`src/inc/smp_defs.svh`:
```
// Register map, field positions, reset values and timing constants of the serial port
// What this block does
// RULE_01 - Enabled master starts a full-duplex transfer when the data register is written.
// RULE_02 - Completion flag sets itself at transfer end, stays until software clears it.
// RULE_03 - Slave shifts data register out and serial input in on master clocks.
// RULE_04 - Master asserts active-low select before giving any serial clock edge.
// RULE_05 - Slave output data is valid before the first capturing edge.
// RULE_06 - Port keeps working while its selected clock source runs.
// RULE_07 - Link opens with select control on, select low, then data write starts master.
// RULE_08 - Disabled port releases clock, data in, data out and select pins.
// RULE_09 - Transfers use clock, data in and data out lines, plus the select line when select control is set.
// RULE_10 - Select control cleared: select pin floats and is ignored.
// RULE_11 - Select control on and idle: data input floats, data output driven high; a slave drives the first bit of its buffer instead.
// RULE_12 - Master idle clock level follows the clock polarity setting.
// RULE_13 - Slave leaves its serial clock pin floating as input while idle.
// RULE_14 - Only the master makes the serial clock, after a data register write.
// RULE_15 - Configure mode and clock, then select control and bit order, then enable.
// RULE_16 - Received bits gather in a shift buffer, copied to data register when complete.
// RULE_17 - Data write during transfer is dropped and sets the sticky collision flag.
// RULE_18 - Completion raises an interrupt request for polling or interrupt use.
// RULE_19 - Three-bit mode picks divide 4, 16, 64, sub clock, timer half, slave, off.
// RULE_20 - Polarity 0 idles high, edge bit picks rising/falling; polarity 1 inverts both.
// RULE_21 - Slave select rising before completion sets incomplete and completion flags.
// RULE_22 - Bit order set shifts MSB first, cleared shifts LSB first.
// RULE_23 - Each transfer moves exactly eight bits per direction.
`ifndef SMP_DEFS_SVH
`define SMP_DEFS_SVH
`define SMP_CTRL0_ADDR     8'h00
`define SMP_CTRL1_ADDR     8'h04
`define SMP_DATA_ADDR      8'h08
`define SMP_CTRL0_RESET    8'he0
`define SMP_CTRL1_RESET    8'h00
`define SMP_C0_ROLE_HI     7
`define SMP_C0_ROLE_LO     5
`define SMP_C0_EN          1
`define SMP_C0_ICF         0
`define SMP_C1_POL         5
`define SMP_C1_EDGE        4
`define SMP_C1_MSB         3
`define SMP_C1_CSEN        2
`define SMP_C1_WCOL        1
`define SMP_C1_TRF         0
`define SMP_DIV4_HALF      8'd2
`define SMP_DIV16_HALF     8'd8
`define SMP_DIV64_HALF     8'd32
`define SMP_BITS           4'd8
`endif

```
`src/inc/smp_pkg.sv`:
```
// Types shared by the serial port design
package smp_pkg;
  typedef enum logic [2:0] {
    SMP_ROLE_DIV4  = 3'b000,
    SMP_ROLE_DIV16 = 3'b001,
    SMP_ROLE_DIV64 = 3'b010,
    SMP_ROLE_SUB   = 3'b011,
    SMP_ROLE_TMR   = 3'b100,
    SMP_ROLE_SLAVE = 3'b101,
    SMP_ROLE_OFF0  = 3'b110,
    SMP_ROLE_OFF1  = 3'b111
  } smp_role_type;
  typedef enum logic [1:0] {
    SMP_ST_IDLE  = 2'b00,
    SMP_ST_LEAD  = 2'b01,
    SMP_ST_SHIFT = 2'b10
  } smp_state_type;
endpackage

```
`src/design/smp_port.sv`:
```
// Serial port master/slave with AHB-Lite register access
//
// Added by the designer: the register addresses and the AHB-Lite interface to the registers.
`timescale 1ns/10ps
`default_nettype none
`include "smp_defs.svh"
module smp_port (
  input  wire logic        clock_i,        // 20 MHz system clock
  input  wire logic        rst_n_i,        // Async reset, active low
  input  wire logic        hsel_i,         // AHB slave select
  input  wire logic [31:0] haddr_i,        // AHB address
  input  wire logic [1:0]  htrans_i,       // AHB transfer type
  input  wire logic        hwrite_i,       // AHB write
  input  wire logic [2:0]  hsize_i,        // AHB size
  input  wire logic [31:0] hwdata_i,       // AHB write data
  input  wire logic        hready_i,       // AHB bus ready
  output logic      [31:0] hrdata_o,       // AHB read data
  output logic             hreadyout_o,    // AHB slave ready
  output logic             hresp_o,        // AHB response
  input  wire logic        sub_tick_i,     // Sub clock rate tick
  input  wire logic        tmr_match_i,    // Timer match pulse
  input  wire logic        sck_i,          // Serial clock pin in
  output logic             sck_o,          // Serial clock pin out
  output logic             sck_oe_o,       // Serial clock drive enable
  input  wire logic        sdi_i,          // Serial data in pin
  output logic             sdi_ie_o,       // Data input in use
  output logic             sdo_o,          // Serial data out
  output logic             sdo_oe_o,       // Data out drive enable
  input  wire logic        ssn_i,          // Select pin in
  output logic             ssn_o,          // Select pin out
  output logic             ssn_oe_o,       // Select drive enable
  output logic             irq_o           // Transfer complete request
);
  import smp_pkg::*;

  // ****************************************
  // Register bus
  // ****************************************
  logic        ph_wr_reg;
  logic [7:0]  ph_addr_reg;
  logic [7:0]  ctrl0_reg;
  logic [7:0]  ctrl1_reg;
  logic [7:0]  data_reg;
  logic [7:0]  buf_reg;
  logic [3:0]  cnt_reg;
  logic [7:0]  div_reg;
  logic        sck_reg;
  logic        tog_reg;
  logic        sck_in_reg;
  logic        ssn_in_reg;
  logic        sdo_reg;
  logic        ssn_out_reg;
  smp_state_type state_reg;
  smp_role_type  role;
  logic        en;
  logic        pol;
  logic        edg;
  logic        msb;
  logic        csen;
  logic        master;
  logic        slave;
  logic        busy;
  logic        data_wr;
  logic        c0_wr;
  logic        c1_wr;
  logic        done;
  logic        abort;
  logic        tick;
  logic        cap_pol;
  logic        edge_cap;
  logic        edge_lau;
  logic        slv_sel;

  // Byte after one received bit, in the chosen bit order
  function automatic logic [7:0] shift_in(input logic [7:0] b, input logic first_msb,
                                          input logic bit_in);
    return first_msb ? {b[6:0], bit_in} : {bit_in, b[7:1]};
  endfunction

  // Bit of a byte that leaves first, in the chosen bit order
  function automatic logic out_bit(input logic [7:0] b, input logic first_msb);
    return first_msb ? b[7] : b[0];
  endfunction

  assign role    = smp_role_type'(ctrl0_reg[`SMP_C0_ROLE_HI:`SMP_C0_ROLE_LO]);
  assign en      = ctrl0_reg[`SMP_C0_EN] && (role != SMP_ROLE_OFF0) && (role != SMP_ROLE_OFF1);
  assign pol     = ctrl1_reg[`SMP_C1_POL];
  assign edg     = ctrl1_reg[`SMP_C1_EDGE];
  assign msb     = ctrl1_reg[`SMP_C1_MSB];
  assign csen    = ctrl1_reg[`SMP_C1_CSEN];
  assign master  = en && (role != SMP_ROLE_SLAVE);
  assign slave   = en && (role == SMP_ROLE_SLAVE);
  assign busy    = (state_reg != SMP_ST_IDLE);
  assign data_wr = ph_wr_reg && (ph_addr_reg == `SMP_DATA_ADDR);
  assign c0_wr   = ph_wr_reg && (ph_addr_reg == `SMP_CTRL0_ADDR);
  assign c1_wr   = ph_wr_reg && (ph_addr_reg == `SMP_CTRL1_ADDR);

  // Zero wait state, always OKAY
  assign hreadyout_o = 1'b1;
  assign hresp_o     = 1'b0;

  // Address phase capture
  always_ff @(posedge clock_i or negedge rst_n_i) begin
    if (!rst_n_i) begin
      ph_wr_reg   <= 1'b0;
      ph_addr_reg <= 8'h00;
    end else if (hready_i) begin
      ph_wr_reg   <= hsel_i && htrans_i[1] && hwrite_i;
      ph_addr_reg <= haddr_i[7:0];
    end
  end

  // Read data registered from address phase
  always_ff @(posedge clock_i or negedge rst_n_i) begin
    if (!rst_n_i) begin
      hrdata_o <= 32'h0000_0000;
    end else if (hready_i && hsel_i && htrans_i[1] && !hwrite_i) begin
      case (haddr_i[7:0])
        `SMP_CTRL0_ADDR: hrdata_o <= {24'h000000, ctrl0_reg};
        `SMP_CTRL1_ADDR: hrdata_o <= {24'h000000, ctrl1_reg};
        `SMP_DATA_ADDR:  hrdata_o <= {24'h000000, data_reg};
        default:         hrdata_o <= 32'h0000_0000;
      endcase
    end
  end

  // ****************************************
  // Control and flags
  // ****************************************
  // Control 0 with incomplete flag; hardware set wins over clear
  always_ff @(posedge clock_i or negedge rst_n_i) begin
    if (!rst_n_i) begin
      ctrl0_reg <= `SMP_CTRL0_RESET;
    end else begin
      if (c0_wr) begin
        ctrl0_reg <= {hwdata_i[7:5], 3'b000, hwdata_i[1:0]};
      end
      if (abort) begin
        ctrl0_reg[`SMP_C0_ICF] <= 1'b1; // RULE_21
      end
    end
  end

  // Control 1 with sticky collision and completion flags
  always_ff @(posedge clock_i or negedge rst_n_i) begin
    if (!rst_n_i) begin
      ctrl1_reg <= `SMP_CTRL1_RESET;
    end else begin
      if (c1_wr) begin
        ctrl1_reg <= {2'b00, hwdata_i[5:0]};
      end
      if (data_wr && busy) begin
        ctrl1_reg[`SMP_C1_WCOL] <= 1'b1; // RULE_17
      end
      if (done || (abort && !(c0_wr && hwdata_i[`SMP_C0_ICF]))) begin
        ctrl1_reg[`SMP_C1_TRF] <= 1'b1; // RULE_02 RULE_21
      end
    end
  end

  // Completion request to the interrupt controller
  assign irq_o = ctrl1_reg[`SMP_C1_TRF]; // RULE_18

  // ****************************************
  // Clock generation and pin sampling
  // ****************************************
  // Master bit clock divider, tick every half period
  always_ff @(posedge clock_i or negedge rst_n_i) begin
    if (!rst_n_i) begin
      div_reg <= 8'h00;
      tog_reg <= 1'b0;
    end else if (state_reg == SMP_ST_IDLE || !master) begin
      div_reg <= 8'h00;
    end else begin
      case (role)
        SMP_ROLE_DIV4:  div_reg <= (div_reg + 8'd1 >= `SMP_DIV4_HALF) ? 8'h00 : div_reg + 8'd1;
        SMP_ROLE_DIV16: div_reg <= (div_reg + 8'd1 >= `SMP_DIV16_HALF) ? 8'h00 : div_reg + 8'd1;
        SMP_ROLE_DIV64: div_reg <= (div_reg + 8'd1 >= `SMP_DIV64_HALF) ? 8'h00 : div_reg + 8'd1;
        SMP_ROLE_TMR: begin
          if (tmr_match_i) begin
            tog_reg <= !tog_reg;
          end
        end
        default: div_reg <= 8'h00;
      endcase
    end
  end

  // One half-period enable for the selected source, RULE_19
  always_comb begin
    case (role)
      SMP_ROLE_DIV4:  tick = (div_reg + 8'd1 >= `SMP_DIV4_HALF); // RULE_19
      SMP_ROLE_DIV16: tick = (div_reg + 8'd1 >= `SMP_DIV16_HALF);
      SMP_ROLE_DIV64: tick = (div_reg + 8'd1 >= `SMP_DIV64_HALF);
      SMP_ROLE_SUB:   tick = sub_tick_i; // RULE_06
      SMP_ROLE_TMR:   tick = tmr_match_i && tog_reg;
      default:        tick = 1'b0;
    endcase
  end

  // Pin sampling for slave edges and select
  always_ff @(posedge clock_i or negedge rst_n_i) begin
    if (!rst_n_i) begin
      sck_in_reg <= 1'b0;
      ssn_in_reg <= 1'b1;
    end else begin
      sck_in_reg <= sck_i;
      ssn_in_reg <= ssn_i;
    end
  end

  // Capture level: idle high (pol 0) captures rising when edge 0, RULE_20
  assign cap_pol = pol ^ edg; // RULE_20
  assign slv_sel = !csen || !ssn_i; // RULE_10
  assign edge_cap = master ? (tick && (sck_reg == cap_pol))
                           : (slave && slv_sel && (sck_i != sck_in_reg) && (sck_i == !cap_pol));
  assign edge_lau = master ? (tick && (sck_reg != cap_pol))
                           : (slave && slv_sel && (sck_i != sck_in_reg) && (sck_i == cap_pol));
  assign abort = slave && csen && busy && ssn_i && !ssn_in_reg; // RULE_21
  assign done  = busy && edge_cap && (cnt_reg == `SMP_BITS - 4'd1); // RULE_23

  // ****************************************
  // Transfer engine
  // ****************************************
  // Sequence: master lead half-period with select low, then eight bits
  always_ff @(posedge clock_i or negedge rst_n_i) begin
    if (!rst_n_i) begin
      state_reg <= SMP_ST_IDLE;
      cnt_reg   <= 4'h0;
    end else if (!en || abort) begin
      state_reg <= SMP_ST_IDLE;
      cnt_reg   <= 4'h0;
    end else begin
      case (state_reg)
        SMP_ST_IDLE: begin
          cnt_reg <= 4'h0;
          if (master && data_wr) begin
            state_reg <= SMP_ST_LEAD; // RULE_01 RULE_07 RULE_14
          end else if (slave && edge_cap) begin
            // First capture is taken here; a lone launch edge leaves the port idle
            state_reg <= SMP_ST_SHIFT; // RULE_03
            cnt_reg   <= 4'h1;
          end
        end
        SMP_ST_LEAD: begin
          if (tick) begin
            state_reg <= SMP_ST_SHIFT; // RULE_04
          end
        end
        SMP_ST_SHIFT: begin
          if (edge_cap) begin
            cnt_reg <= cnt_reg + 4'd1;
            if (done) begin
              state_reg <= SMP_ST_IDLE; // RULE_23
            end
          end
        end
        default: state_reg <= SMP_ST_IDLE;
      endcase
    end
  end

  // Master serial clock, idle level from polarity
  always_ff @(posedge clock_i or negedge rst_n_i) begin
    if (!rst_n_i) begin
      sck_reg <= 1'b1;
    end else if (state_reg != SMP_ST_SHIFT || !master) begin
      sck_reg <= !pol; // RULE_12
    end else if (tick) begin
      // Last capture edge is kept; idle level returns as the port leaves shifting
      sck_reg <= !sck_reg; // RULE_14
    end
  end

  // Shift buffer: captures serial input, loaded by idle writes
  always_ff @(posedge clock_i or negedge rst_n_i) begin
    if (!rst_n_i) begin
      buf_reg <= 8'h00;
    end else if (data_wr && !busy) begin
      buf_reg <= hwdata_i[7:0]; // RULE_17
    end else if (edge_cap && (state_reg == SMP_ST_SHIFT || slave)) begin
      buf_reg <= shift_in(buf_reg, msb, sdi_i); // RULE_22 RULE_16 RULE_15
    end
  end

  // Readable data register, loaded by idle writes and at word end
  always_ff @(posedge clock_i or negedge rst_n_i) begin
    if (!rst_n_i) begin
      data_reg <= 8'h00;
    end else if (data_wr && !busy) begin
      data_reg <= hwdata_i[7:0];
    end else if (done) begin
      data_reg <= shift_in(buf_reg, msb, sdi_i); // RULE_16
    end
  end

  // Outgoing bit: preset before first capture, advanced on launch edges
  always_ff @(posedge clock_i or negedge rst_n_i) begin
    if (!rst_n_i) begin
      sdo_reg <= 1'b1;
    end else if (!busy) begin
      sdo_reg <= (data_wr && en) ? out_bit(hwdata_i[7:0], msb)
               : (slave ? out_bit(buf_reg, msb) : 1'b1); // RULE_05 RULE_11
    end else if (edge_lau && state_reg == SMP_ST_SHIFT && cnt_reg != 4'h0) begin
      sdo_reg <= out_bit(buf_reg, msb); // RULE_03
    end
  end

  // Master select output, low for the whole transfer
  always_ff @(posedge clock_i or negedge rst_n_i) begin
    if (!rst_n_i) begin
      ssn_out_reg <= 1'b1;
    end else begin
      ssn_out_reg <= !(master && (busy || (data_wr && !busy))); // RULE_04
    end
  end

  // ****************************************
  // Pin drive, released when disabled
  // ****************************************
  assign sck_o    = sck_reg;
  assign sck_oe_o = master; // RULE_08 RULE_13 RULE_09
  assign sdo_o    = sdo_reg;
  assign sdo_oe_o = en; // RULE_08 RULE_11
  assign sdi_ie_o = en && busy; // RULE_11
  assign ssn_o    = ssn_out_reg;
  assign ssn_oe_o = master && csen; // RULE_10 RULE_08

  // ****************************************
  // Checks
  // ****************************************
  a_trf_sticky: assert property (@(posedge clock_i) disable iff (!rst_n_i) // RULE_02
    ctrl1_reg[0] && !c1_wr |=> ctrl1_reg[0]) else $error("completion flag dropped");
  a_done_sets: assert property (@(posedge clock_i) disable iff (!rst_n_i) // RULE_23
    done |=> ctrl1_reg[0] && state_reg == SMP_ST_IDLE) else $error("done not flagged");
  a_wcol_set: assert property (@(posedge clock_i) disable iff (!rst_n_i) // RULE_17
    data_wr && busy |=> ctrl1_reg[1] && $stable(buf_reg)) else $error("collision missed");
  a_master_start: assert property (@(posedge clock_i) disable iff (!rst_n_i) // RULE_01
    master && data_wr && !busy && !abort |=> state_reg == SMP_ST_LEAD) else $error("no start");
  a_sel_first: assert property (@(posedge clock_i) disable iff (!rst_n_i) // RULE_04
    master && $changed(sck_reg) && state_reg == SMP_ST_SHIFT |-> !ssn_o) else $error("clk before sel");
  a_idle_clock: assert property (@(posedge clock_i) disable iff (!rst_n_i) // RULE_12
    master && !busy && !$past(busy) && !$changed(pol) |-> sck_o == !pol) else $error("idle level");
  a_released: assert property (@(posedge clock_i) disable iff (!rst_n_i) // RULE_08
    !en |-> !sck_oe_o && !sdo_oe_o && !ssn_oe_o) else $error("pins not released");
  a_abort_flags: assert property (@(posedge clock_i) disable iff (!rst_n_i) // RULE_21
    abort && !c1_wr |=> ctrl0_reg[0] && ctrl1_reg[0]) else $error("abort flags");
  a_irq_follow: assert property (@(posedge clock_i) disable iff (!rst_n_i) // RULE_18
    irq_o == ctrl1_reg[0]) else $error("irq mismatch");
  // Link timing, flag and pin checks
  a_slave_enter: assert property (@(posedge clock_i) disable iff (!rst_n_i) // RULE_03
    slave && !busy && edge_cap |=> busy && cnt_reg == 4'h1) else $error("slave start");
  a_sel_ignored: assert property (@(posedge clock_i) disable iff (!rst_n_i) // RULE_10
    !csen |-> !ssn_oe_o && !abort) else $error("select used");
  a_data_hold: assert property (@(posedge clock_i) disable iff (!rst_n_i) // RULE_16
    busy && !done |=> $stable(data_reg)) else $error("early data update");
  a_idle_out: assert property (@(posedge clock_i) disable iff (!rst_n_i) // RULE_11
    master && $past(master) && !busy && !$past(busy) && !$past(data_wr) |-> sdo_o && sdo_oe_o)
    else $error("idle data out");
  a_slave_pins: assert property (@(posedge clock_i) disable iff (!rst_n_i) // RULE_13
    slave |-> !sck_oe_o && !ssn_oe_o) else $error("slave drives clock");
  a_cap_level: assert property (@(posedge clock_i) disable iff (!rst_n_i) // RULE_20
    master && edge_cap && state_reg == SMP_ST_SHIFT && !c1_wr |=> sck_o == (pol ~^ edg))
    else $error("capture edge level");
  a_lead_sel: assert property (@(posedge clock_i) disable iff (!rst_n_i) // RULE_07
    state_reg == SMP_ST_LEAD |-> !ssn_o && sck_o == !pol) else $error("lead phase");
  a_bit_count: assert property (@(posedge clock_i) disable iff (!rst_n_i) // RULE_23
    state_reg == SMP_ST_SHIFT |-> cnt_reg < 4'h8) else $error("bit count");
  a_wcol_hold: assert property (@(posedge clock_i) disable iff (!rst_n_i) // RULE_17
    ctrl1_reg[1] && !c1_wr |=> ctrl1_reg[1]) else $error("collision flag dropped");
  a_icf_hold: assert property (@(posedge clock_i) disable iff (!rst_n_i) // RULE_21
    ctrl0_reg[0] && !c0_wr |=> ctrl0_reg[0]) else $error("incomplete flag dropped");
  c_master_done: cover property (@(posedge clock_i) master && done);
  c_slave_done: cover property (@(posedge clock_i) slave && done);
  c_collide: cover property (@(posedge clock_i) data_wr && busy);
  c_abort: cover property (@(posedge clock_i) abort);
  c_cap_first: cover property (@(posedge clock_i) master && edge_cap && edg && cnt_reg == 4'h0);
endmodule
`default_nettype wire

```
`config.mk`:
```
export PLATFORM = sky130hd
export DESIGN_NAME = smp_port
export DESIGN_NICKNAME = d
export VERILOG_FILES = /design/src/inc/smp_pkg.sv /design/src/design/smp_port.sv
export VERILOG_INCLUDE_DIRS = /design/src /design/src/inc
export SDC_FILE = /design/constraint.sdc
export NUM_CORES = 1
export LEC_CHECK = 0
export ABC_AREA = 1
export BUFFER_PORTS_ARGS = -buffer_cell sky130_fd_sc_hd__buf_2
export CORE_ASPECT_RATIO = 1.2
export CORE_UTILIZATION = 34
export CTS_CLUSTER_DIAMETER = 60
export CTS_CLUSTER_SIZE = 24
export DETAILED_ROUTE_END_ITERATION = 10
export PLACE_DENSITY = 0.67
export SYNTH_ARGS = -nofsm -noshare
export SYNTH_HDL_FRONTEND = slang
export SYNTH_SLANG_ARGS = --single-unit
export TNS_END_PERCENT = 1
```
`constraint.sdc`:
```
create_clock -name clock_i -period 1.8 [get_ports clock_i]
set_input_delay 0.09 -clock clock_i [delete_from_list [all_inputs] [get_ports clock_i]]
set_output_delay 0.09 -clock clock_i [all_outputs]
set_load 0.05 [all_outputs]
```
# --- Word-level counts from Yosys, hierarchy flattened ---
# Cells that the tools add are included.
# W data, S select, Z words.
op_classes:
  add_sub_neg: 2
  n_lt_le_gt_ge: 3
  n_eq_ne: 27
  n_mux: 39
  bitwise: 2
  n_reduce_logical: 74
op_table:
  columns: ["op", "count"]
  rows:
  - ["$mux W8", 9]
  - ["$logic_and A1 B1 Y1", 38]
  - ["$pmux W8 S4", 1]
  - ["$pmux W8 S3", 1]
  - ["$ne A3 B3 Y1 const B", 6]
  - ["$eq A8 B3 Y1 const B", 2]
  - ["$eq A8 B4 Y1 const B", 2]
  - ["$logic_not A8 Y1", 2]
  - ["$mux W1", 16]
  - ["$mux W2", 7]
  - ["$reduce_bool A2 Y1", 7]
  - ["$logic_not A1 Y1", 13]
  - ["$add A8 B1 Y8 const B", 1]
  - ["$ge A8 B2 Y1 const B", 1]
  - ["$ge A8 B4 Y1 const B", 1]
  - ["$ge A8 B6 Y1 const B", 1]
  - ["$mux W4", 2]
  - ["$pmux W4 S2", 1]
  - ["$logic_or A1 B1 Y1", 7]
  - ["$eq A3 B2 Y1 const B", 2]
  - ["$eq A3 B3 Y1 const B", 2]
  - ["$pmux W2 S3", 1]
  - ["$pmux W1 S5", 1]
  - ["$add A4 B1 Y4 const B", 1]
  - ["18 further kinds", 22]
totals:
  ff_bits: 88
  in_bits: 79
  out_inout_bits: 42
  elab_cells: 166

# --- Depth between registers and ports, before layout ---
# Gate-level depths: netlist of run 1.
depth:
  depth_word: 14
  ltp_mapped: 17
  depth_no_buf: 17

# --- Least setup slack after synthesis of run 1 ---
# OpenSTA, ideal clock, no wires.
synth_timing:
  path_type: "register -> output"
  from: "register ctrl0_reg[7]"
  to: "output sdi_ie_o"
  arrival_time_ns: 2.184
  required_time_ns: 1.710
  path_slack_ns: -0.474
  stages_incl_launch_ff: 5
  n_path_buf: 1
  path_cell_list: "dfstp_2 -> buf_2 -> a21oi_1 -> inv_1 -> nor2_1"
synth_between:
  elab_chain_cells: 4
  word_cells_on_any_way: 5
  classes_between: "2 x eq/ne; 3 x reduce/logical"
synth_lines:
  columns: ["element", "line", "rtl"]
  rows:
  - ["from (decl)", "smp_port.sv:41", "logic [7:0] ctrl0_reg;"]
  - ["from (signal assigned)", "smp_port.sv:133", "ctrl0_reg <= `SMP_CTRL0_RESET;"]
  - ["from (signal assigned)", "smp_port.sv:136", "ctrl0_reg <= {hwdata_i[7:5], 3'b000, hwdata_i[1:0]};"]
  - ["$ne A3 B3 Y1", "smp_port.sv:86", "assign en = ctrl0_reg[`SMP_C0_EN] && (role != SMP_ROLE_OFF0) && (role != SMP_ROLE_OFF1);"]
  - ["$logic_and A1 B1 Y1", "smp_port.sv:86", null]
  - ["$logic_and A1 B1 Y1 (*)", "smp_port.sv:86", null]
  - ["named net sdo_oe_o", "smp_port.sv:28", "output logic sdo_oe_o,"]
  - ["$logic_and A1 B1 Y1 (*)", "smp_port.sv:325", "assign sdi_ie_o = en && busy;"]
  - ["to (decl)", "smp_port.sv:26", "output logic sdi_ie_o,"]
# Mark *: on every way through the listed nets, which the timed path passes. The rest lies on a longest branch.

# --- Worst setup path after layout of run 1 ---
layout_timing:
  from: "register div_reg[0]"
  to: "register buf_reg[1]"
layout_between:
  elab_chain_cells: 7
  word_cells_on_any_way: 9
  classes_between: "1 x add/sub; 3 x order compare; 2 x mux; 3 x reduce/logical"
layout_lines:
  columns: ["element", "line", "rtl"]
  rows:
  - ["from (decl)", "smp_port.sv:46", "logic [7:0] div_reg;"]
  - ["from (signal assigned)", "smp_port.sv:176", "SMP_ROLE_DIV4: div_reg <= (div_reg + 8'd1 >= `SMP_DIV4_HALF) ? 8'h00 : div_reg + 8'd1;"]
  - ["from (signal assigned)", "smp_port.sv:177", "SMP_ROLE_DIV16: div_reg <= (div_reg + 8'd1 >= `SMP_DIV16_HALF) ? 8'h00 : div_reg + 8'd1;"]
  - ["from (signal assigned)", "smp_port.sv:178", "SMP_ROLE_DIV64: div_reg <= (div_reg + 8'd1 >= `SMP_DIV64_HALF) ? 8'h00 : div_reg + 8'd1;"]
  - ["$add A8 B1 Y8 (*)", "smp_port.sv:192, smp_port.sv:193, smp_port.sv:194", null]
  - ["$ge A8 B6 Y1 (no source line) (tied with other cells)", null, null]
  - ["$pmux W1 S5 (*)", "smp_port.sv:191", "case (role)"]
  - ["$logic_and A1 B1 Y1 (*)", "smp_port.sv:215", "assign edge_cap = master ? (tick && (sck_reg == cap_pol))"]
  - ["$mux W1 (*)", "smp_port.sv:215", null]
  - ["$logic_and A1 B1 Y1 (*)", "smp_port.sv:281", "end else if (edge_cap && (state_reg == SMP_ST_SHIFT || slave)) begin"]
  - ["$reduce_bool A2 Y1 (no source line) (*)", null, null]
  - ["to (signal assigned)", "smp_port.sv:280", "buf_reg <= hwdata_i[7:0];"]
  - ["to (signal assigned)", "smp_port.sv:282", "buf_reg <= shift_in(buf_reg, msb, sdi_i);"]
  - ["to (decl)", "smp_port.sv:44", "logic [7:0] buf_reg;"]
# Every way passes the cells marked *; elsewhere a longest branch is shown, timed or not.
# A chain may end at the register's enable or synchronous reset.

==> summary.md, run 1 <==
| Metric | Value |
|---|---|
| Synthesis-stage register bit count | `64` |
| Initial antenna violation count | `0` |
| DRC | `9` |
| Ys flop type | `dfrtp_1` |
| GRT Total Usage | `16.7%` |
| Hold Path Depth | `2` |
| Cell Area, Synth | `3790 µm²` |
| Hold Startpoint | `haddr_i[7]` |
| RSZ-0062 raised after global routing | `true` |
| Core area | `10700 µm²` |
| Post-synthesis mux area share | `2.05%` |
| R2R depth | `15` |
| Number of global-route vias before repair | `3289` |
| Final std cell area, no fill | `4810 µm²` |
| Async SR Flop Fraction | `100%` |
| Sequential cell area fraction in the yosys report | `42.5%` |
| Fin Clk Skew | `8.44 ps` |
| Status | `complete, but fails checks` |
| First-pass GRT wire length | `15200 µm` |
| Dpl hpwl | `6830 µm` |
| Static leakage | `2.47 nW` |
| YS warnings | `0` |
| Worst Hold Path EP | `ph_addr_reg[7]$_DFFE_PN0P_` |
| Rel. slew slack | `61.4%` |
| IO Port Bufs | `42` |
| Final Power | `4.18 mW` |
| Full die area | `11600 µm²` |
| Die H | `118 µm` |
| Avg WL per Cell | `13.0 µm` |
| Reg2reg setup slack | `-200 ps` |
| Post-synthesis adder-cell area fraction | `1.32%` |
| Startpoint Class | `flop` |
| Gate Count Post-Synth | `474` |
| Hold Crit Class | `in2reg` |
| Area growth syn-to-layout | `27.0%` |
| Fin crit period | `2000 ps` |
| Crit path launch | `div_reg[0]$_DFFE_PN0P_` |
| Final #Nets | `645` |
| RD Place Congestion | `0.916` |
| Power share of the clock group | `49.1%` |
| Internal power | `3.06 mW` |
| Placed inst area | `4350 µm²` |
| Power per Cell Area | `869 nW/µm²` |
| Total grt overflow | `0` |
| Worst VDD drop | `372 µV` |
| Sequential share of power | `37.8%` |
| Worst r2r dst | `buf_reg[1]$_DFFE_PN0P_` |
| Starting Density | `35.5%` |
| DRT Pass-1 Iters | `8` |
| Sw frac | `26.8%` |
| Crit path arrival time | `2220 ps` |
| Synth Area in XOR/XNOR | `1.39%` |
| GR Layer Usage met1 | `20.2%` |
| Setup ws final | `-205 ps` |
| Simple-Gate Fraction of Synth Area | `24.9%` |
| Largest family of logic cells by synthesized area | `simple AND/OR/NAND/NOR gates` |
| Compound-gate portion of the synthesized area | `14.3%` |
| Crit path kind | `reg2reg` |
| Switching power | `1.12 mW` |
| Fmax | `499 MHz` |
| Slew @ Worst Pin | `579 ps` |
| Crit Path Max Fanout | `7` |
| Violated checks | `DRC, setup timing` |
| Routed Antenna Nets | `0` |
| Vias per std cell | `4.76` |
| Clock transition at the registers of the reported paths | `60 ps` |
| Final setup violation count | `26` |
| Commonest cells after routing, fill and taps aside | `110 x nand2_1, 64 x inv_1, 56 x dfrtp_1` |
| H-tree Lvls | `3` |
| Layout cells sized above 1 | `28.9%` |
| Fillcell total | `1045` |
| EDFF count, synth | `0` |
| Commonest non-fill, non-tap cell in the layout | `nand2_1` |
| GRT busiest layer | `met2` |
| I/O pins | `121` |
| Combinational fraction of design power | `13.1%` |
| Routed wire length | `9050 µm` |
| Row cnt | `41` |
| Total CTS buffers | `9` |
| GR Layer Usage met2 | `28.1%` |
| Placement Setup Slack | `-235 ps` |
| Met3 Use GR | `3.80%` |
| Die X | `98.3 µm` |
| Synthesized area per cell | `7.99 µm²` |
| Clock Path Buffers | `2` |
| WP data required | `2020 ps` |
| Drt first-iter violations | `141` |
| CTS tree | `done` |
| Pin count of the biggest net entering global routing | `65` |
| Number of max-cap violations | `0` |
| Diodes inserted | `0` |
| Slew Limit Fails | `0` |
| Period utilization | `111%` |
| Final Hold Vio Count | `0` |
| Worst reg2reg startpoint | `div_reg[0]$_DFFE_PN0P_` |
| Clock sink count | `64` |
| Vias | `3311` |
| Post-synth cell types | `43` |
| Root buffer cell | `clkbuf_16` |
| Clock Latency Late Sink | `330 ps` |
| Element type at the critical path end | `flop` |
| Final setup TNS | `-3940 ps` |
[worst max path at each step]
| stage | endpoint | depth (start not counted) | slack (ps) |
|---|---|---|---|
| floorplan | buf_reg[4]$_DFFE_PN0P_ | 15 | -180 |
| global placement | buf_reg[3]$_DFFE_PN0P_ | 13 | -160 |
| detailed placement | buf_reg[1]$_DFFE_PN0P_ | 16 | -230 |
| CTS | buf_reg[1]$_DFFE_PN0P_ | 16 | -190 |
| global route | cnt_reg[0]$_DFFE_PN0P_ | 17 | -340 |
| finish | buf_reg[1]$_DFFE_PN0P_ | 15 | -200 |
[timing repair]
| item | in CTS | in global routing |
|---|---|---|
| hold buffers | 5 | 0 |
| setup buffers | 0 | 0 |
| gates resized for setup | 8 | 10 |
| setup endpoints to repair | 28 | 32 |
| gates cloned | 1 | 0 |
| pin swaps | 5 | 1 |
| endpoints found under the hold margin | 61 | 0 |
[cell families (layout without fill, tap and decap cells)]
kind of cell / count (synthesis) / after routing
buf+inv: 104 / 172
flops: 64 / 64
other cells: 2 / 26
compound gates: 83 / 83
mux: 7 / 7
xor+xnor: 6 / 6
fa+ha+maj: 4 / 4
simple gates: 204 / 205
[layout make-up]
| class | count | area, µm² | share of cell area (%) |
|---|---|---|---|
| clock inverter | 7 | 125 | 2.60 |
| sequential | 64 | 1610 | 33.5 |
| timing repair buffer | 89 | 607 | 12.6 |
| multi-input combinational | 331 | 1830 | 38.0 |
| tap | 129 | 161 | 3.36 |
| inverter | 67 | 251 | 5.23 |
| clock buffer | 9 | 225 | 4.68 |
[metal layers]
layer | wire (µm) | vias up
met1 | 3910 | 1561
li1 | - | 1661
met2 | 4650 | 74
met3 | 280 | 15
met5 | 0 | -
met4 | 206 | 0
[metrics by stage]
stage	hold WS, ps	instances	util (%)
after floorplan	-206	498	-
after global placement	128	674	40.8
after detailed placement	133	674	40.8
final	8.32	696	45.1
after CTS	4.87	696	44.9
after global routing	11.3	696	45.1
[synth_stat cells (6+ instances only)]
cell	count	share of area, %
a21oi_1	8	1.1
o21ai_2	12	2.8
inv_1	64	6.3
nor2_1	28	2.8
o22ai_1	10	1.7
nor3_1	8	1.1
nand2_1	113	11
nand2_2	11	1.8
buf_4	26	5.2
o21ai_0	31	4.1
nand3_1	24	3.2
clkbuf_1	8	0.79
dfrtp_1	57	38
o211ai_1	10	2.0
dfstp_2	7	4.9
mux2_2	6	1.8
[critical path, cell delays in order, from the launching register on]
cell and delay (ps):
dfrtp_1 390, ha_2 210, nand3_1 130, nand2_1 70
nand2_1 80, nand2_1 70, nor2_2 140, nand3_2 110
nand2_2 90, nand3_4 70, nand2_2 80, nand2_4 70
o21ai_4 110, nand2_4 120, nand2_1 90, o21ai_2 60
[power groups by stage]
stage	Combinational [mW]	Clock (mW)	Sequential [mW]
3_3_place_gp	0.532	0	1.60
4_1_cts	0.549	2.07	1.58
2_1_floorplan	0.400	0	1.60
6_report	0.549	2.05	1.58
3_5_place_dp	0.539	0	1.60
5_1_grt	0.602	2.14	1.59
Power figures use the tool's default switching activity.
==> inputs of run 2 (changes only) <==
PLACE_DENSITY = 0.65   (was 0.67)
clock period = 2.38 ns   (was 1.8 ns; I/O delays follow)
==> summary.md, run 2 (same netlist as run 1, synthesis figures left out) <==
| Metric | Value |
|---|---|
| Initial antenna violation count | `0 (unchanged)` |
| Setup ws final | `216 ps (+421 ps)` |
| RSZ-0062 raised after global routing | `false` |
| Diodes inserted | `0 (unchanged)` |
| Clock Latency Late Sink | `340 ps (about the same)` |
| Slew @ Worst Pin | `707 ps (+129 ps)` |
| Clock transition at the registers of the reported paths | `50 ps (about the same)` |
| DRC | `5 (-4)` |
| Clock sink count | `64 (unchanged)` |
| Slew Limit Fails | `0 (unchanged)` |
| First-pass GRT wire length | `14800 µm (-3.0%)` |
| Final #Nets | `609 (-5.6%)` |
| Fillcell total | `1071 (+2.5%)` |
| Row cnt | `41 (unchanged)` |
| Total grt overflow | `0 (unchanged)` |
| Routed wire length | `8630 µm (-4.6%)` |
| Worst Hold Margin | `35.9 ps (+27.6 ps)` |
| Crit path launch | `ph_addr_reg[4]$_DFFE_PN0P_` |
| GRT Total Usage | `16.3% (-0.40 points)` |
| Status | `complete, but fails checks` |
| Layout cells sized above 1 | `23.2% (-5.8 points)` |
| H-tree Lvls | `3 (unchanged)` |
| Final setup TNS | `0 ps (+3940 ps)` |
| Final Hold Vio Count | `0 (unchanged)` |
| Vias | `3158 (-4.6%)` |
| Vias per std cell | `4.78 (+0.58%)` |
| Rel. slew slack | `52.9% (-8.6 points)` |
| Area growth syn-to-layout | `16.7%` |
| IO Port Bufs | `42 (unchanged)` |
| Fmax | `462 MHz (-7.3%)` |
| Number of max-cap violations | `0 (unchanged)` |
| Avg WL per Cell | `13.1 µm (+0.57%)` |
| Commonest cells after routing, fill and taps aside | `113 x nand2_1, 64 x inv_1, 56 x dfrtp_1` |
| RD Place Congestion | `0.858 (-6.3%)` |
| Full die area | `11600 µm² (unchanged)` |
| CTS tree | `done` |
| Element type at the critical path end | `flop` |
| Violated checks | `DRC` |
| Worst VDD drop | `350 µV (-5.8%)` |
| Core area | `10700 µm² (unchanged)` |
| Crit path arrival time | `2430 ps (+210 ps)` |
| Period utilization | `90.9% (-20 points)` |
| Hold Startpoint | `haddr_i[7]` |
| Die H | `118 µm (unchanged)` |
| Routed Antenna Nets | `0 (unchanged)` |
| Fin crit period | `2160 ps (+159 ps)` |
| Hold Crit Class | `in2reg` |
| Drt first-iter violations | `155 (+9.9%)` |
| Power per Cell Area | `662 nW/µm² (-24%)` |
| Fin Clk Skew | `5.32 ps (-3.12 ps)` |
| Worst reg2reg startpoint | `ph_addr_reg[4]$_DFFE_PN0P_` |
| Placement Setup Slack | `153 ps (+388 ps)` |
| Number of global-route vias before repair | `3197 (-2.8%)` |
| Commonest non-fill, non-tap cell in the layout | `nand2_1` |
| Static leakage | `2.24 nW (-9.3%)` |
| Die X | `98.3 µm (unchanged)` |
| Crit Path Max Fanout | `22 (+15)` |
| Pin count of the biggest net entering global routing | `31 (-52%)` |
| Startpoint Class | `flop` |
| Total CTS buffers | `9 (unchanged)` |
| Root buffer cell | `clkbuf_16` |
| Final Power | `2.93 mW (-30%)` |
| Crit path kind | `reg2reg` |
| Dpl hpwl | `6510 µm (-4.6%)` |
| I/O pins | `121 (unchanged)` |
| DRT Pass-1 Iters | `7 (-1)` |
| WP data required | `2640 ps (+620 ps)` |
| Clock Path Buffers | `2 (unchanged)` |
| Starting Density | `35.5% (unchanged)` |
| Final setup violation count | `0 (-100%)` |
## run 2: cell types whose count changed in the layout (fill, tap and decap cells not counted), sizes merged
cell | before | now
clkinvlp | 0 | 2
clkbuf | 9 | 11
clkinv | 2 | 3
dlygate4sd3 | 5 | 3
inv | 69 | 66
nand2 | 129 | 128
bufinv | 3 | 1
buf | 84 | 51
## run 2: where the power goes
group          total (mW)  switching [mW]  internal [mW]
registers            1.20          0.0444           1.15
logic               0.381           0.279          0.102
clock network        1.35           0.487          0.863
## run 2: final timing paths
kind / to / slack, ps / depth (start not counted)
worst min register to register: tog_reg$_DFFE_PN0P_ / 480 / 1
min in group asynchronous: cnt_reg[1]$_DFFE_PN0P_ / 370 / 2
worst max register to register: data_reg[6]$_DFFE_PN0P_ / 220 / 8
max in group asynchronous: ctrl0_reg[7]$_DFFE_PN1P_ / 1180 / 3
worst min-delay path: ph_addr_reg[7]$_DFFE_PN0P_ / 40 / 2
worst max-delay path: data_reg[6]$_DFFE_PN0P_ / 220 / 8
## run 2: timing repair
item	CTS	global route
resized for setup	0	4
buffers inserted	0	0
hold endpoints to repair	26	0
setup endpoints to repair	0	20
hold buffers	3	0
## run 2: critical path: stages, from the launching register on
cell and delay (ps):
dfrtp_1 390, nor4_2 360, nand2_1 90, nor2_1 330, nand2_1 100, buf_4 230, o21ai_0 380, nand2_1 120
o21ai_2 70
## run 2: area by class of cell
class / instances / area (µm²) / share of cell area, %
Inverter: 67 / 251 / 5.69
Sequential cell: 64 / 1610 / 36.5
Tap cell: 129 / 161 / 3.65
Clock buffer: 11 / 253 / 5.72
Multi-Input combinational cell: 330 / 1780 / 40.3
Timing Repair Buffer: 54 / 308 / 6.96
Clock inverter: 5 / 55.1 / 1.25
## run 2: per-stage QoR
step | util [%] | cells | area [µm²]
4_1_cts | 41.3 | 660 | 4400
3_5_place_dp | 38.1 | 641 | 4060
3_3_place_gp | 38.1 | 641 | 4060
6_report | 41.4 | 660 | 4420
2_1_floorplan | - | 498 | 3880
5_1_grt | 41.4 | 660 | 4420
## run 2: metal layers
metal  vias to the layer above  share of wire (%)  track usage, %
li1                       1586                  -               -
met1                      1484                 44            19.0
met2                        70                 50            27.8
met3                        18                3.5            4.16
met4                         0                3.0            7.93
met5                         -                  0               0
==> inputs of run 3 (changes only) <==
ABC_CLOCK_PERIOD_IN_PS = 2380   (was not set)
CORE_UTILIZATION = 50   (was 34)
CTS_CLUSTER_DIAMETER = 80   (was 60)
PLACE_DENSITY = 0.87   (was 0.65)
==> summary.md, run 3 (same netlist as run 1, synthesis figures left out) <==
| Metric | Value |
|---|---|
| Worst reg2reg startpoint | `div_reg[1]$_DFFE_PN0P_` |
| Static leakage | `2.19 nW (-2.4%)` |
| Clock Path Buffers | `2 (unchanged)` |
| Die X | `81.5 µm (-17%)` |
| Worst Hold Path EP | `ph_addr_reg[7]$_DFFE_PN0P_` |
| WP data required | `2610 ps (-30 ps)` |
| Row cnt | `34 (-17%)` |
| Root buffer cell | `clkbuf_8` |
| Clock sink count | `64 (unchanged)` |
| Status | `finished, final reports clean` |
| Period utilization | `92.1% (+1.2 points)` |
| Final #Nets | `608 (-0.16%)` |
| Inst Count DP | `601 (-6.2%)` |
| Drt first-iter violations | `202 (+30%)` |
| Initial antenna violation count | `0 (unchanged)` |
| Hold-fix buffers at CTS | `3 (unchanged)` |
| Worst VDD drop | `453 µV (+29%)` |
| Number of max-cap violations | `0 (unchanged)` |
| GRT Total Usage | `23.2% (+6.9 points)` |
| Family with the most delay on the worst path | `simple AND/OR/NAND/NOR gates` |
| Worst stage delay on the critical path | `410 ps (+20 ps)` |
| R2R depth | `16 (+8)` |
| Final Power | `2.49 mW (-15%)` |
| Final setup violation count | `0 (unchanged)` |
| Clock Latency Late Sink | `350 ps (about the same)` |
| Pin count of the biggest net entering global routing | `25 (-19%)` |
| Startpoint Class | `flop` |
| Core area | `7270 µm² (-32%)` |
| Final Hold Vio Count | `0 (unchanged)` |
| Fin Clk Skew | `9.29 ps (+3.97 ps)` |
| Fin crit period | `2190 ps (+29.2 ps)` |
| Layout cells sized above 1 | `22.5% (-0.67 points)` |
| Area growth syn-to-layout | `11.5%` |
| Clock transition at the registers of the reported paths | `80 ps (+30 ps)` |
| Number of global-route vias before repair | `3135 (-1.9%)` |
| Non-filler cells, final | `619 (-6.2%)` |
| Worst Hold Margin | `19.1 ps (-16.8 ps)` |
| Diodes inserted | `0 (unchanged)` |
| Slew Limit Fails | `0 (unchanged)` |
| Die H | `97.3 µm (-17%)` |
| DRT Pass-1 Iters | `5 (-2)` |
| Crit path arrival time | `2430 ps (about the same)` |
| Total CTS buffers | `9 (unchanged)` |
| Worst r2r dst | `buf_reg[2]$_DFFE_PN0P_` |
| Starting Density | `52.1% (+17 points)` |
| Crit path kind | `reg2reg` |
| Routed Antenna Nets | `0 (unchanged)` |
| Hold Crit Class | `in2reg` |
| Crit-path slowest cell | `dfrtp_1` |
| Rel. slew slack | `61.3% (+8.5 points)` |
| Commonest cells after routing, fill and taps aside | `113 x nand2_1, 64 x inv_1, 57 x dfrtp_1` |
| Hold Startpoint | `haddr_i[7]` |
| WP buf/inv | `0 (-1)` |
| Reg2reg setup slack | `190 ps (-30 ps)` |
| DRC | `0 (-5)` |
| Final setup TNS | `0 ps (unchanged)` |
| Slew @ Worst Pin | `578 ps (-129 ps)` |
| # Post-CTS Setup Buffers | `0 (unchanged)` |
| Element type at the critical path end | `flop` |
| Fmax | `456 MHz (-1.3%)` |
| Setup ws final | `187 ps (-29.2 ps)` |
| Total grt overflow | `0 (unchanged)` |
| Dpl hpwl | `6230 µm (-4.3%)` |
| H-tree Lvls | `3 (unchanged)` |
| Routed wire length | `8340 µm (-3.4%)` |
| Most frequent CP cell | `nand2_1` |
| Crit Path Max Fanout | `14 (-36%)` |
| Commonest non-fill, non-tap cell in the layout | `nand2_1` |
| Post-cts resize count | `0 (unchanged)` |
| CP cell instances | `ha_1 -> nand2_2 -> nor2_1 -> nand2_1 -> nand2_1 -> nand2_1 -> nor2_4 -> nand3_2 -> nand2_2 -> nand3_4 -> nand2_2 -> nand2_4 -> o21ai_4 -> nand2_4 -> nand2_1 -> o21ai_2` |
| Full die area | `7930 µm² (-31%)` |
| I/O pins | `121 (unchanged)` |
| Avg WL per Cell | `13.5 µm (+3.0%)` |
| RD Place Congestion | `0.915 (+6.7%)` |
| RSZ-0062 raised after global routing | `false` |
| Vias | `3266 (+3.4%)` |
| Hold Path Depth | `2 (unchanged)` |
| Placement Setup Slack | `225 ps (+71.8 ps)` |
| First-pass GRT wire length | `14100 µm (-4.7%)` |
| IO Port Bufs | `42 (unchanged)` |
| Vias per std cell | `5.28 (+10%)` |
| Power per Cell Area | `589 nW/µm² (-11%)` |
| CTS tree | `done` |
## run 3: cell count changes in the layout (fill, tap and decap cells not counted), sizes merged
cell | before | now
clkbuf | 11 | 9
clkinv | 3 | 5
buf | 51 | 50
clkinvlp | 2 | 1
## run 3: where the power goes
| group | total (mW) | switching, mW | internal [mW] | leakage (nW) |
|---|---|---|---|---|
| registers | 1.20 | 0.0463 | 1.15 | 0.744 |
| clock network | 0.913 | 0.439 | 0.473 | 0.0948 |
| logic | 0.381 | 0.280 | 0.100 | 1.35 |
## run 3: worst max-delay path by stage
stage / from / to / slack (ps) / cells past startpoint
2_1_floorplan: ctrl0_reg[7]$_DFFE_PN1P_ / sdi_ie_o / 80 / 4
3_3_place_gp: div_reg[1]$_DFFE_PN0P_ / buf_reg[2]$_DFFE_PN0P_ / 260 / 16
3_5_place_dp: div_reg[1]$_DFFE_PN0P_ / buf_reg[2]$_DFFE_PN0P_ / 230 / 16
4_1_cts: div_reg[1]$_DFFE_PN0P_ / buf_reg[6]$_DFFE_PN0P_ / 200 / 16
5_1_grt: div_reg[1]$_DFFE_PN0P_ / buf_reg[6]$_DFFE_PN0P_ / 20 / 14
6_report: div_reg[1]$_DFFE_PN0P_ / buf_reg[2]$_DFFE_PN0P_ / 190 / 16
## run 3: metal layers
metal	global-route usage [%]	share of wire, %	vias to the layer above
li1	-	-	1588
met2	37.1	49	116
met3	4.41	6.1	31
met4	13.2	3.8	0
met5	0	0	-
met1	28.7	41	1531
## run 3: layout make-up
type                    count  area [µm²]
flip-flops and latches     64        1610
multi-input cells         330        1760
repair buffers             53         300
clock buffers               9         124
well taps                  90         113
clock inverters             6        61.3
inverters                  67         251
fillers                   634        3050
## run 3: worst register-to-register path: stages, from the launching register on
cell and delay, ps:
dfrtp_1 410, ha_1 230, nand2_2 70, nor2_1 100, nand2_1 80, nand2_1 60, nand2_1 80, nor2_4 150
nand3_2 90, nand2_2 90, nand3_4 100, nand2_2 90, nand2_4 80, o21ai_4 100, nand2_4 170, nand2_1 120
o21ai_2 60
## run 3: per-stage QoR
step / util (%) / cell area [µm²]
global route: 58.0 / 4220
CTS: 58.0 / 4220
finish: 58.0 / 4220
detailed placement: 55.1 / 4010
global placement: 55.1 / 4010
floorplan: - / 3880
